**src/core/urd_pkg.sv**
```systemverilog
package urd_pkg;
  localparam logic [2:0] ADR_HOLD = 3'h0;
  localparam logic [2:0] ADR_IEN = 3'h1;
  localparam logic [2:0] ADR_B2 = 3'h2;
  localparam logic [2:0] ADR_FMT = 3'h3;
  localparam logic [2:0] ADR_B4 = 3'h4;
  localparam logic [2:0] ADR_B5 = 3'h5;
  localparam logic [2:0] ADR_B6 = 3'h6;
  localparam logic [2:0] ADR_B7 = 3'h7;
  localparam logic [7:0] UNLOCK_VALUE = 8'hBF;
  localparam int DLAB_BIT = 7;
  localparam int FILL_SEL_BIT = 0;
  localparam logic [1:0] XBANK_LEVELS = 2'h1;
  localparam logic [1:0] XBANK_EXTRA = 2'h2;
  localparam int QEN_BIT = 0;
  localparam int TXTRIG_EN_BIT = 4;
  localparam int AUTO_RTS_BIT = 6;
  localparam int AUTO_CTS_BIT = 7;
  localparam int PAR_EN_BIT = 3;
  localparam int PAR_EVEN_BIT = 4;
  localparam int STOP2_BIT = 2;
  localparam logic [7:0] RESET_DIVISOR_LOW = 8'h01;
  localparam int COMPAT_DEPTH = 32;
  localparam int EXT_DEPTH = 128;
  localparam int TIMEOUT_CHARS = 4;
  localparam int BITS_PER_CHAR_MAX = 12;
  localparam logic [7:0] ZERO8 = 8'h00;
endpackage : urd_pkg

```
**src/core/urd_uart.sv**
```systemverilog
// How it works
// - Extended mode whenever any of the four level registers is nonzero.
// - Line format bit 7 clear selects the general bank at offsets 0 to 7.
// - Line format bit 7 set maps divisor low and high at offsets 0, 1.
// - Extra control bit 0 exposes read-only fill counts at offsets 3 and 4.
// - Unlock value opens enhanced feature and the four flow characters.
// - Extra control code 01 opens the four level registers.
// - Extra control code 10 opens prescale, turnaround and extra features.
// - All four levels zero gives 32-entry queues.
// - Compatible triggers follow queue control bits 7:6 and 5:4 tables.
// - Compatible halt and resume thresholds follow queue control bits 7:6.
// - Queue control bit 0 enables the transmit queue depth; the receive queue ignores it.
// - Transmit trigger from queue control waits for enhanced feature bit 4.
// - Receive time-out signals any data left sitting in the receive queue.
// - Extended triggers equal the two interrupt level registers.
// - Queue enable toggle or mode change flushes both queues.
// - Sleep only when receive idle, transmitter empty, no receive interrupt.
// - Characters framed with start, stop, optional parity; parity checked.
// - Baud divisor is sixteen bits, one to 65535.
// - Status registers readable except under the unlock value or, at offsets 2 and 6, a level or extra bank.
// - Reset leaves legacy behaviour with extended features off.
// - Hardware flow by request and clear to send, software by characters.
// - Enhanced bits 6, 7 enable auto request/clear; stop after stop bit.
// - Extended flow halts at high count and resumes at low count.
module urd_uart
  import urd_pkg::*;
#(
  parameter int DEPTH = EXT_DEPTH
) (
  input wire logic clock,
  input wire logic reset,
  input wire logic [2:0] reg_addr,
  input wire logic reg_write,
  input wire logic reg_read,
  input wire logic [7:0] reg_wdata,
  output logic [7:0] reg_rdata,
  input wire logic rx_pin,
  input wire logic cts_n_pin,
  output logic tx_pin,
  output logic rts_n_pin,
  output logic rx_interrupt,
  output logic tx_interrupt,
  output logic sleep_ok
);
  localparam int CW = $clog2(DEPTH + 1);
  typedef enum logic [1:0] {URD_IDLE, URD_START, URD_DATA, URD_STOP} urd_e;

  logic [7:0] line_format, int_enable, queue_control, scratchpad;
  logic [7:0] divisor_low, divisor_high, extra_feature_control;
  logic [7:0] enhanced_feature, modem_control;
  logic [7:0] resume_char_first, resume_char_second;
  logic [7:0] halt_char_first, halt_char_second;
  logic [7:0] tx_queue_int_level, rx_queue_int_level;
  logic [7:0] flow_count_high, flow_count_low;
  logic [7:0] clock_prescale, driver_turnaround_timer;
  logic [7:0] extra_feature_two, extra_feature_one;
  logic [7:0] txq [DEPTH];
  logic [7:0] rxq [DEPTH];
  logic [CW-1:0] tx_cnt, rx_cnt;
  logic [CW-2:0] tx_wp, tx_rp, rx_wp, rx_rp;
  logic ext_mode, ext_mode_q, qen_q, flush;
  logic gen_bank, unlock, fill_bank, lvl_bank, xtra_bank;
  logic [CW-1:0] depth_now, rx_trig, tx_trig, halt_th, resume_th;
  logic tx_push, tx_pop, rx_push, rx_pop;
  logic rx_s1, rx_s2, cts_s1, cts_s2, halted;
  logic [15:0] baud_cnt;
  logic tick;
  logic parity_err, timeout_flag;
  logic [15:0] idle_ticks;

  assign ext_mode = |{tx_queue_int_level, rx_queue_int_level,
                      flow_count_high, flow_count_low};
  assign depth_now = ext_mode ? CW'(DEPTH) : CW'(COMPAT_DEPTH);
  assign gen_bank = !line_format[DLAB_BIT];
  assign unlock = line_format == UNLOCK_VALUE;
  assign fill_bank = extra_feature_control[FILL_SEL_BIT];
  assign lvl_bank = extra_feature_control[2:1] == XBANK_LEVELS;
  assign xtra_bank = extra_feature_control[2:1] == XBANK_EXTRA;

  always_comb begin
    case (queue_control[7:6])
      2'h0: begin rx_trig = CW'(8); halt_th = CW'(8); resume_th = CW'(0); end
      2'h1: begin rx_trig = CW'(16); halt_th = CW'(16); resume_th = CW'(7); end
      2'h2: begin rx_trig = CW'(24); halt_th = CW'(24); resume_th = CW'(15); end
      default: begin
        rx_trig = CW'(28);
        halt_th = CW'(28);
        resume_th = CW'(23);
      end
    endcase
    case (enhanced_feature[TXTRIG_EN_BIT] ? queue_control[5:4] : 2'h0)
      2'h1: tx_trig = CW'(8);
      2'h2: tx_trig = CW'(24);
      2'h3: tx_trig = CW'(30);
      default: tx_trig = CW'(16);
    endcase
    if (ext_mode) begin
      rx_trig = CW'(rx_queue_int_level);
      tx_trig = CW'(tx_queue_int_level);
      halt_th = CW'(flow_count_high);
      resume_th = CW'(flow_count_low);
    end
  end

  // Register writes; the unlock bank outranks the extra banks.
  always_ff @(posedge clock or posedge reset) begin
    if (reset) begin
      line_format <= ZERO8; int_enable <= ZERO8; queue_control <= ZERO8;
      scratchpad <= ZERO8; divisor_low <= RESET_DIVISOR_LOW;
      divisor_high <= ZERO8; extra_feature_control <= ZERO8;
      enhanced_feature <= ZERO8; modem_control <= ZERO8;
      resume_char_first <= ZERO8; resume_char_second <= ZERO8;
      halt_char_first <= ZERO8; halt_char_second <= ZERO8;
      tx_queue_int_level <= ZERO8; rx_queue_int_level <= ZERO8;
      flow_count_high <= ZERO8; flow_count_low <= ZERO8;
      clock_prescale <= ZERO8; driver_turnaround_timer <= ZERO8;
      extra_feature_two <= ZERO8; extra_feature_one <= ZERO8;
    end else if (reg_write) begin
      if (reg_addr == ADR_FMT) line_format <= reg_wdata;
      else if (unlock && reg_addr != ADR_IEN && reg_addr != ADR_HOLD) begin
        case (reg_addr)
          ADR_B2: enhanced_feature <= reg_wdata;
          ADR_B4: resume_char_first <= reg_wdata;
          ADR_B5: resume_char_second <= reg_wdata;
          ADR_B6: halt_char_first <= reg_wdata;
          default: halt_char_second <= reg_wdata;
        endcase
      end else if (!gen_bank && reg_addr == ADR_HOLD) begin
        divisor_low <= reg_wdata;
      end else if (!gen_bank && reg_addr == ADR_IEN) begin
        divisor_high <= reg_wdata;
      end else if (lvl_bank && (reg_addr == ADR_B2 || reg_addr == ADR_B4
                   || reg_addr == ADR_B6 || reg_addr == ADR_B7)) begin
        case (reg_addr)
          ADR_B2: tx_queue_int_level <= reg_wdata;
          ADR_B4: rx_queue_int_level <= reg_wdata;
          ADR_B6: flow_count_high <= reg_wdata;
          default: flow_count_low <= reg_wdata;
        endcase
      end else if (xtra_bank && (reg_addr == ADR_B2 || reg_addr == ADR_B4
                   || reg_addr == ADR_B6 || reg_addr == ADR_B7)) begin
        case (reg_addr)
          ADR_B2: clock_prescale <= reg_wdata;
          ADR_B4: driver_turnaround_timer <= reg_wdata;
          ADR_B6: extra_feature_two <= reg_wdata;
          default: extra_feature_one <= reg_wdata;
        endcase
      end else if (gen_bank) begin
        case (reg_addr)
          ADR_IEN: int_enable <= reg_wdata;
          ADR_B2: queue_control <= reg_wdata;
          ADR_B4: modem_control <= reg_wdata;
          ADR_B5: extra_feature_control <= reg_wdata;
          ADR_B7: scratchpad <= reg_wdata;
          default: ;
        endcase
      end
    end
  end

  // Read mux mirrors the write decode; status reads never wait.
  always_ff @(posedge clock or posedge reset) begin
    if (reset) reg_rdata <= ZERO8;
    else if (reg_read) begin
      reg_rdata <= ZERO8;
      if (reg_addr == ADR_FMT && !fill_bank) reg_rdata <= line_format;
      else if (unlock && reg_addr != ADR_IEN && reg_addr != ADR_HOLD) begin
        case (reg_addr)
          ADR_B2: reg_rdata <= enhanced_feature;
          ADR_B4: reg_rdata <= resume_char_first;
          ADR_B5: reg_rdata <= resume_char_second;
          ADR_B6: reg_rdata <= halt_char_first;
          default: reg_rdata <= halt_char_second;
        endcase
      end else if (!gen_bank && reg_addr == ADR_HOLD) reg_rdata <= divisor_low;
      else if (!gen_bank && reg_addr == ADR_IEN) reg_rdata <= divisor_high;
      else if (fill_bank && reg_addr == ADR_FMT)
        reg_rdata <= 8'(tx_cnt);
      else if (fill_bank && reg_addr == ADR_B4)
        reg_rdata <= 8'(rx_cnt);
      else if (lvl_bank && reg_addr == ADR_B2) reg_rdata <= tx_queue_int_level;
      else if (lvl_bank && reg_addr == ADR_B4) reg_rdata <= rx_queue_int_level;
      else if (lvl_bank && reg_addr == ADR_B6) reg_rdata <= flow_count_high;
      else if (lvl_bank && reg_addr == ADR_B7) reg_rdata <= flow_count_low;
      else if (xtra_bank && reg_addr == ADR_B2) reg_rdata <= clock_prescale;
      else if (xtra_bank && reg_addr == ADR_B4)
        reg_rdata <= driver_turnaround_timer;
      else if (xtra_bank && reg_addr == ADR_B6) reg_rdata <= extra_feature_two;
      else if (xtra_bank && reg_addr == ADR_B7) reg_rdata <= extra_feature_one;
      else begin
        case (reg_addr)
          ADR_HOLD: reg_rdata <= rxq[rx_rp];
          ADR_IEN: reg_rdata <= int_enable;
          ADR_B2: reg_rdata <= {6'h00, timeout_flag, !rx_interrupt};
          ADR_B4: reg_rdata <= modem_control;
          ADR_B5: reg_rdata <= {1'h0, tx_cnt == '0, tx_cnt == '0,
                                2'h0, parity_err, 1'h0, rx_cnt != '0};
          ADR_B6: reg_rdata <= {3'h0, !cts_s2, 4'h0};
          default: reg_rdata <= scratchpad;
        endcase
      end
    end
  end

  // flush on enable toggle or mode swap.
  always_ff @(posedge clock or posedge reset) begin
    if (reset) begin
      ext_mode_q <= 1'b0;
      qen_q <= 1'b0;
    end else begin
      ext_mode_q <= ext_mode;
      qen_q <= queue_control[QEN_BIT];
    end
  end
  assign flush = (ext_mode_q != ext_mode) || (qen_q != queue_control[QEN_BIT]);

  // transmit queue fills to depth only while enabled, one entry otherwise; receive queue always fills to depth.
  assign tx_push = reg_write && gen_bank && !unlock && reg_addr == ADR_HOLD
                   && tx_cnt < (queue_control[QEN_BIT] ? depth_now : CW'(1));
  assign rx_pop = reg_read && gen_bank && !unlock && !fill_bank
                  && reg_addr == ADR_HOLD && rx_cnt != '0;

  always_ff @(posedge clock or posedge reset) begin
    if (reset) begin
      tx_wp <= '0; tx_rp <= '0; tx_cnt <= '0;
      rx_wp <= '0; rx_rp <= '0; rx_cnt <= '0;
    end else if (flush) begin
      tx_wp <= '0; tx_rp <= '0; tx_cnt <= '0;
      rx_wp <= '0; rx_rp <= '0; rx_cnt <= '0;
    end else begin
      if (tx_push) tx_wp <= tx_wp + 1'b1;
      if (tx_pop) tx_rp <= tx_rp + 1'b1;
      tx_cnt <= tx_cnt + CW'(tx_push) - CW'(tx_pop);
      if (rx_push) rx_wp <= rx_wp + 1'b1;
      if (rx_pop) rx_rp <= rx_rp + 1'b1;
      rx_cnt <= rx_cnt + CW'(rx_push) - CW'(rx_pop);
    end
  end
  always_ff @(posedge clock) begin
    if (tx_push) txq[tx_wp] <= reg_wdata;
  end

  // Pins pass two flops before use.
  always_ff @(posedge clock or posedge reset) begin
    if (reset) begin
      rx_s1 <= 1'b1; rx_s2 <= 1'b1; cts_s1 <= 1'b1; cts_s2 <= 1'b1;
    end else begin
      rx_s1 <= rx_pin; rx_s2 <= rx_s1; cts_s1 <= cts_n_pin; cts_s2 <= cts_s1;
    end
  end

  // a zero divisor behaves as one.
  always_ff @(posedge clock or posedge reset) begin
    if (reset) begin
      baud_cnt <= 16'h0000;
      tick <= 1'b0;
    end else begin
      tick <= baud_cnt <= 16'h0001;
      baud_cnt <= (baud_cnt <= 16'h0001) ? {divisor_high, divisor_low}
                                         : baud_cnt - 16'h0001;
    end
  end

  // Transmitter works at bit rate; ticks are one bit time each.
  urd_e tx_state, rx_state;
  logic [10:0] tx_shift;
  logic [3:0] tx_bits, rx_bits;
  logic [7:0] rx_data;
  logic rx_par;
  assign tx_pop = tick && tx_state == URD_IDLE && tx_cnt != '0 && !halted;
  always_ff @(posedge clock or posedge reset) begin
    if (reset) begin
      tx_state <= URD_IDLE; tx_shift <= '1; tx_bits <= '0; tx_pin <= 1'b1;
    end else if (tick) begin
      case (tx_state)
        URD_IDLE: if (tx_pop) begin
          tx_shift <= {2'h3, line_format[PAR_EN_BIT] ?
                       (^txq[tx_rp] ^ !line_format[PAR_EVEN_BIT]) : 1'b1,
                       txq[tx_rp]};
          tx_pin <= 1'b0;
          tx_bits <= line_format[PAR_EN_BIT] ? 4'h9 : 4'h8;
          tx_state <= URD_DATA;
        end
        URD_DATA: begin
          tx_pin <= tx_shift[0];
          tx_shift <= {1'b1, tx_shift[10:1]};
          tx_bits <= tx_bits - 4'h1;
          if (tx_bits == 4'h1) tx_state <= URD_STOP;
        end
        URD_STOP: begin
          tx_pin <= 1'b1; // halting is sampled only back in idle.
          tx_state <= URD_IDLE;
        end
        default: tx_state <= URD_IDLE;
      endcase
    end
  end

  // Receiver samples the line once per tick, with no half-bit offset.
  assign rx_push = tick && rx_state == URD_STOP && rx_cnt < depth_now;
  always_ff @(posedge clock or posedge reset) begin
    if (reset) begin
      rx_state <= URD_IDLE; rx_bits <= '0; rx_data <= ZERO8;
      rx_par <= 1'b0; parity_err <= 1'b0;
    end else if (tick) begin
      case (rx_state)
        URD_IDLE: if (!rx_s2) begin
          // The start bit was seen at this tick, so the next tick is bit 0.
          rx_state <= URD_DATA;
          rx_bits <= line_format[PAR_EN_BIT] ? 4'h9 : 4'h8;
        end
        URD_START: begin
          rx_state <= rx_s2 ? URD_IDLE : URD_DATA;
          rx_bits <= line_format[PAR_EN_BIT] ? 4'h9 : 4'h8;
        end
        URD_DATA: begin
          if (rx_bits == 4'h1 && line_format[PAR_EN_BIT]) rx_par <= rx_s2;
          else rx_data <= {rx_s2, rx_data[7:1]};
          rx_bits <= rx_bits - 4'h1;
          if (rx_bits == 4'h1) rx_state <= URD_STOP;
        end
        URD_STOP: begin
          parity_err <= line_format[PAR_EN_BIT] &&
            (^rx_data ^ rx_par ^ !line_format[PAR_EVEN_BIT]);
          rx_state <= URD_IDLE;
        end
        default: rx_state <= URD_IDLE;
      endcase
    end
  end
  always_ff @(posedge clock) begin
    if (rx_push) rxq[rx_wp] <= rx_data;
  end

  // about four character times of quiet with any data in the receive queue.
  always_ff @(posedge clock or posedge reset) begin
    if (reset) idle_ticks <= '0;
    else if (rx_push || rx_pop || rx_cnt == '0) idle_ticks <= '0;
    else if (tick && !timeout_flag) idle_ticks <= idle_ticks + 16'h0001;
  end
  assign timeout_flag = idle_ticks >= 16'(TIMEOUT_CHARS * BITS_PER_CHAR_MAX);

  // flow state; software flow halts on the halt character.
  always_ff @(posedge clock or posedge reset) begin
    if (reset) begin
      halted <= 1'b0;
      rts_n_pin <= 1'b1;
    end else begin
      halted <= (enhanced_feature[AUTO_CTS_BIT] && cts_s2)
                || (|enhanced_feature[3:0] && (rx_push
                    ? rx_data == halt_char_first
                      || (halted && rx_data != resume_char_first)
                    : halted && !rx_push));
      if (!enhanced_feature[AUTO_RTS_BIT]) rts_n_pin <= !modem_control[1];
      else if (rx_cnt >= halt_th) rts_n_pin <= 1'b1;
      else if (rx_cnt <= resume_th) rts_n_pin <= 1'b0;
    end
  end

  always_ff @(posedge clock or posedge reset) begin
    if (reset) begin
      rx_interrupt <= 1'b0; tx_interrupt <= 1'b0; sleep_ok <= 1'b0;
    end else begin
      rx_interrupt <= int_enable[0] && (rx_cnt >= rx_trig || timeout_flag);
      tx_interrupt <= int_enable[1] && tx_cnt <= (depth_now - tx_trig);
      sleep_ok <= rx_state == URD_IDLE && rx_s2 && tx_cnt == '0
                  && tx_state == URD_IDLE && !rx_interrupt;
    end
  end

  sleep_gate_a: assert property (@(posedge clock) disable iff (reset)
    sleep_ok |-> $past(tx_cnt) == '0) else $error("sleep with data");
  flush_empty_a: assert property (@(posedge clock) disable iff (reset)
    flush |=> tx_cnt == '0 && rx_cnt == '0) else $error("flush kept data");
  mode_depth_a: assert property (@(posedge clock) disable iff (reset)
    !ext_mode |-> depth_now == CW'(COMPAT_DEPTH)) else $error("depth");
  ignore_w_a: assert property (@(posedge clock) disable iff (reset)
    reg_write && gen_bank && !lvl_bank && !xtra_bank && reg_addr == ADR_B6
    |=> $stable(scratchpad) && $stable(modem_control))
    else $error("write changed state");
  rx_bound_a: assert property (@(posedge clock) disable iff (reset)
    rx_cnt <= depth_now || flush) else $error("rx over depth");
  unlock_write_a: assert property (@(posedge clock) disable iff (reset)
    reg_write && unlock && reg_addr == ADR_B2
    |=> enhanced_feature == $past(reg_wdata))
    else $error("enhanced feature write lost");
endmodule : urd_uart

```
**config.mk**
```make
export PLATFORM = sky130hd
export DESIGN_NAME = urd_uart
export DESIGN_NICKNAME = d
export VERILOG_FILES = /design/src/core/urd_pkg.sv /design/src/core/urd_uart.sv
export SDC_FILE = /design/constraint.sdc
export NUM_CORES = 2
export LEC_CHECK = 0
export BUFFER_PORTS_ARGS = -buffer_cell sky130_fd_sc_hd__buf_4
export CAP_MARGIN = 40
export CORE_MARGIN = 2
export CORE_UTILIZATION = 45
export DETAILED_ROUTE_END_ITERATION = 12
export GPL_TIMING_DRIVEN = 1
export PLACE_DENSITY = 0.67
export REMOVE_ABC_BUFFERS = 1
export SLEW_MARGIN = 10
export SYNTH_ARGS = -nofsm -noshare
export SYNTH_HDL_FRONTEND = slang
export SYNTH_SLANG_ARGS = --single-unit
```
**constraint.sdc**
```tcl
create_clock -name clock -period 9.9 [get_ports clock]
set_input_delay 0 -clock clock [delete_from_list [all_inputs] [get_ports clock]]
set_output_delay 0 -clock clock [all_outputs]
set_load 0.01 [all_outputs]
```
**After elaboration in Yosys (flattened, before gate mapping)**

Memory sizes are Yosys's and may differ from the RTL's.
Index checks and enable logic that the tools add are counted.

- Flip-flop bits (word level): 293
- RAM bits: 2048
- Input bits: 17
- Output and inout bits: 13
- Word-level logic and storage cells: 298
- Memories: 2

Memories:

| name | words | width | read ports | clocked after memory_dff | wr ports | RTL line | RTL |
|---|---|---|---|---|---|---|---|
| rxq | 128 | 8 | 1 | 0 | 1 | urd_uart.sv:58 | `logic [7:0] rxq [DEPTH];` |
| txq | 128 | 8 | 1 | 0 | 1 | urd_uart.sv:57 | `logic [7:0] txq [DEPTH];` |

- Add/sub/neg operators: 13
- Order comparisons: 8
- Equal/unequal tests: 32
- Mux-type cells: 64
- Bitwise operators: 13
- Reductions and logical operators: 115

Operator list:

| kind | count |
|---|---|
| $mux 8 | 22 |
| $mux 7 | 8 |
| $mux 16 | 3 |
| $pmux 8 s6 | 1 |
| $pmux 5 s3 | 3 |
| $reduce_and 9->1 | 5 |
| $logic_and 1x1->1 | 44 |
| $pmux 8 s4 | 1 |
| $reduce_and 8->1 | 4 |
| $reduce_or 32->1 | 1 |
| $add 7x1->7 const B | 4 |
| $reduce_and 7->1 | 4 |
| $reduce_and 4->1 | 6 |
| $pmux 11 s2 | 1 |
| $reduce_and 3->1 | 7 |
| $add 16x1->16 const B | 1 |
| $add 8x1->8 | 2 |
| $eq 2x2->1 const B | 8 |
| $ge 16x6->1 const B | 1 |
| $ge 8x8->1 | 2 |
| $le 16x1->1 const B | 1 |
| $le 8x8->1 | 2 |
| $logic_not 8->1 | 2 |
| $lt 8x8->1 | 2 |
| other kinds (38) | 110 |

**Logic depth before layout (Yosys ltp)**

- Word-level depth: 16
- Depth in mapped cells: 20
- Mapped depth without buffers: 20

**Least setup slack after synthesis**

No wires, ideal clock.

- Path kind: reg-to-reg
- Start point: reg tx_queue_int_level[5]
- End point: reg tx_cnt[6]
- Library setup time: 0.132 ns
- Arrival time: 4.628 ns
- Data required time: 9.768 ns
- Setup slack: 5.140 ns
- Cell stages (with the launch flop): 21
- Buffers on the path: 1
- Clock period less this slack: 4.760 ns
- Cell sequence: dfrtp_1 > or4_1 > or4_4 > nor4_4 > clkbuf_1 > nand2_1 > ha_1 > a211o_1 > a21oi_1 > inv_1 > ha_1 > inv_1 > ha_1 > fa_1 > a21oi_1 > o21bai_1 > a21oi_1 > nor2_1 > nor2_1 > xor2_1 > nor2_1

- Word-level cells in the longest chain between the ends: 8
- Elaborated cells between the ends (all ways): 10
- Classes of those cells: 2 x add/sub; 1 x order compare; 1 x eq/ne; 3 x mux; 3 x reduce/logical

Ends and longest elaborated chain:

| item | RTL line | RTL |
|---|---|---|
| start, declared | urd_uart.sv:53 | `logic [7:0] tx_queue_int_level, rx_queue_int_level;` |
| start signal, assigned | urd_uart.sv:135 | `ADR_B2: tx_queue_int_level <= reg_wdata;` |
| $reduce_or 32->1 * | urd_uart.sv:71 | `assign ext_mode = \|{tx_queue_int_level, rx_queue_int_level,` |
| $mux 8 | urd_uart.sv:73 | `assign depth_now = ext_mode ? CW'(DEPTH) : CW'(COMPAT_DEPTH);` |
| $mux 8 | urd_uart.sv:219 | `&& tx_cnt < (queue_control[QEN_BIT] ? depth_now : CW'(1));` |
| $lt 8x8->1 | urd_uart.sv:219 |  |
| $logic_and 1x1->1 | urd_uart.sv:219 |  |
| $add 8x1->8 | urd_uart.sv:233 | `tx_cnt <= tx_cnt + CW'(tx_push) - CW'(tx_pop);` |
| $sub 8x1->8 | urd_uart.sv:233 |  |
| $mux 8 * | urd_uart.sv:227 | `end else if (flush) begin` |
| end signal, assigned | urd_uart.sv:233 |  |
| end, declared | urd_uart.sv:59 | `logic [CW-1:0] tx_cnt, rx_cnt;` |

Every way passes the cells marked *; elsewhere a longest branch is shown, timed or not.
A chain may end at the register's enable or synchronous reset.

**Final worst setup path**

- Start point: reg tx_queue_int_level[5]
- End point: mem txq[108][4] (enable)

- Word-level cells in the longest chain between the ends: 7

Ends and longest elaborated chain:

| item | RTL line | RTL |
|---|---|---|
| $reduce_or 32->1 | urd_uart.sv:71 |  |
| $mux 8 | urd_uart.sv:73 |  |
| $mux 8 | urd_uart.sv:219 |  |
| $lt 8x8->1 | urd_uart.sv:219 |  |
| $logic_and 1x1->1 | urd_uart.sv:219 |  |
| $mux 1 | urd_uart.sv:240 | `if (tx_push) txq[tx_wp] <= reg_wdata;` |
| $mux 1 (not written as such) | urd_uart.sv:240 |  |
| end, declared | urd_uart.sv:57 |  |

Every way passes these cells.

==> impl_results.md <==
- CTS root buffer: clkbuf_16
- Vias per std cell: 6.12
- Final WL: 237,000 um
- Largest net degree at the start of global routing: 123
- Antenna-violating nets left: 0
- FILL cells: 16,700
- Final WS setup: 4.12 ns
- Router iterations before antenna repair: 6
- Worst-margin pin slew: around 1.1 ns
- F_max: 0.173 GHz
- Critical path arrival: a little over 6 ns
- Number of antenna cells inserted: 0
- Ratio of cells with drive above 1 in the final layout: 0.197
- Initial Util: 0.454
- Max Root-Sink Buffers: 3
- Post-Syn Area: roughly 95,000 sq um
- Crit start category: flip-flop
- Top post-synthesis cells by area: edfxtp_1 (65%), mux4_2 (9.7%), dfrtp_1 (7.1%)
- Pleak: between 30 and 40 nW
- Commonest cells after routing, fill and taps aside: edfxtp_1 (2,048), nor2_1 (453), mux4_2 (411)
- Core ar.: approximately 210,000 sq um
- Post-layout min period: 5.78 ns
- Post-synthesis cell count: 5,356
- Crit. End Element: flip-flop
- Post-CTS Resized: 0
- Vias: between 50,000 and 60,000
- Clock Pin Slew Worst Setup and Hold Paths: roughly 0.06 ns
- Dpl cells: about 8,000
- First-pass GRT wire length: 351,000 um
- YS warnings: 0
- Area Overhead vs Synth: 11.2%
- Primary flip-flop cell chosen by synthesis mapping: edfxtp_1
- Die W: 464 um
- Std-Cell Rows: 168
- Clk sinks: 2,336
- Routability cong.: 0.936
- Port bufs: 29
- DP HPWL: 146,000 um
- DIE AREA: 215,000 sq um
- DRT iter0 DRCs: 6,796
- Max H-tree Level: 4
- CP Class: reg -> reg
- Synth area leader: edfxtp_1
- Worst hold-check path type: in -> reg
- Syn_area_per_cell: approximately 18 sq um
- Netlist cell types: 80
- Finished Layout Cells: 8,408
- Flops & latches, synth: 2,336
- Max-Cap Viols: 0
- Die height: 464 um
- Worst vdd ir: 0.203 mV
- I/O pins: 30
- Final hold violations: 0
- Cts hold-fix bufs: 19
- CP Max Fanout: 17
- Worst Clk Skew: 0.0320 ns
- CTS tree: done
- Pwr dens: 200 nW/um^2
- Slew Limit Headroom: 0.298
- EDFF count, synth: 2,048
- Total gr overflow: 0
- FFs w/ async S/R, synth: 0.123
- CTS buffer count: 214
- Data required time of the worst path: between 10 and 15 ns
- Final Util: 0.504
- Final slew viol count: 0
- Vias in the first global route: roughly 50,000
- Yosys top cell area share: 0.646
- DR WL/cell: 28.1 um
- Worst slack at placement: around 4.2 ns
- Latest clock arrival within the worst-skew pair: roughly 0.85 ns
- Final Cycle Share: 0.584
- GRT Total Usage: 0.217
- Post-CTS setup buffers: 0
- Unrepaired setup endpoints after global routing: no
- Remaining DRCs: 0
- Layout net count: 5,515
- Setup TNS Final: 0 ns
- Antenna violations before repair: 1
- Commonest non-fill, non-tap cell in the layout: edfxtp_1
- Final setup vio count: 0
- Sequential fraction of the synthesis area: 0.722
- Run status: complete, no violations
routing by layer:
layer | GRT usage | vias up | share of wire
met5 | 0 | - | 0
met4 | 0.0744 | 0 | 0.036
met3 | 0.0367 | 440 | 0.077
met2 | 0.343 | 2535 | 0.48
met1 | 0.307 | 26800 | 0.41
li1 | - | 21700 | -
area by class of cell:
| cell class | instances | area, sq um | share of cell area |
|---|---|---|---|
| flip-flops and latches | 2336 | 68800 | 0.649 |
| inverters | 64 | 248 | 0.00234 |
| multi-input cells | 2653 | 24800 | 0.234 |
| clock buffers | 268 | 5680 | 0.0536 |
| repair buffers | 155 | 1700 | 0.0161 |
| well taps | 2805 | 3510 | 0.0331 |
| clock inverters | 127 | 1210 | 0.0114 |
power by group:
part	internal (mW)	total [mW]	switching, mW
Clock	4.52	8.13	3.61
Sequential	11.1	11.4	0.338
Combinational	0.671	1.66	0.988
sequential cells by signal (all words and copies together) (netlist names), 9 cells and up:
signal      cells
rxq          1024
txq          1024
baud_cnt       16
idle_ticks     16
tx_shift        9
path summary, 6_finish.rpt:
| kind | slack (ns) | cells after the start | endpoint | startpoint |
|---|---|---|---|---|
| setup / recovery | 4.12 | 11 | txq[108][4]$_DFFE_PP_ | tx_queue_int_level[5]$_DFFE_PP0P_ |
| hold / removal | 0.08 | 2 | txq[122][4]$_DFFE_PP_ | reg_wdata[4] |
| setup reg to reg | 4.12 | 11 | txq[108][4]$_DFFE_PP_ | tx_queue_int_level[5]$_DFFE_PP0P_ |
| hold reg to reg | 0.36 | 0 | rx_s2$_DFF_PP1_ | rx_s1$_DFF_PP1_ |
| max in group asynchronous | 7.42 | 7 | baud_cnt[14]$_DFF_PP0_ | reset |
| min in group asynchronous | 0.56 | 4 | extra_feature_one[5]$_DFFE_PP0P_ | reset |
metrics by stage:
stage / power (mW) / hold WS (ns) / cell area [sq um]
2_1_floorplan: 12.7 / 0.00448 / 93700
5_1_grt: 21.9 / 0.101 / 106000
6_report: 21.2 / 0.0840 / 106000
3_3_place_gp: 13.2 / 0.108 / 98200
4_1_cts: 21.3 / 0.0477 / 106000
3_5_place_dp: 13.3 / 0.114 / 98800
critical path: stages (launching register included):
cell     delay (ns)
dfrtp_1        0.43
or4_1          0.60
or4_4          0.46
nor4_4         0.72
nand2_1        0.14
ha_1           0.31
a211o_1        0.25
a21oi_1        0.58
inv_1          0.15
nor2_1         0.32
nand2_2        0.61
nor2_1         0.78
cells by family (layout without fill, tap and decap cells):
group,count (synthesis),in the layout,share of synthesized area
buf+inv,367,614,0.0182
xor+xnor,88,88,0.00809
compound gates,741,741,0.0545
fa+ha+maj,74,74,0.00988
simple gates,905,905,0.0421
mux,845,845,0.146
flops,2336,2336,0.722
cells in the mapped netlist, types with 61 or more instances:
cell,instances
a211oi_1,61
a21oi_1,139
clkbuf_1,181
dfrtp_1,272
edfxtp_1,2048
ha_1,72
mux2_2,173
mux2i_1,258
mux4_2,411
nand2_1,201
nor2_1,454
o21ai_0,92
o221ai_1,125
o22ai_1,82
Note: power is estimated with default switching activity, not from simulation.
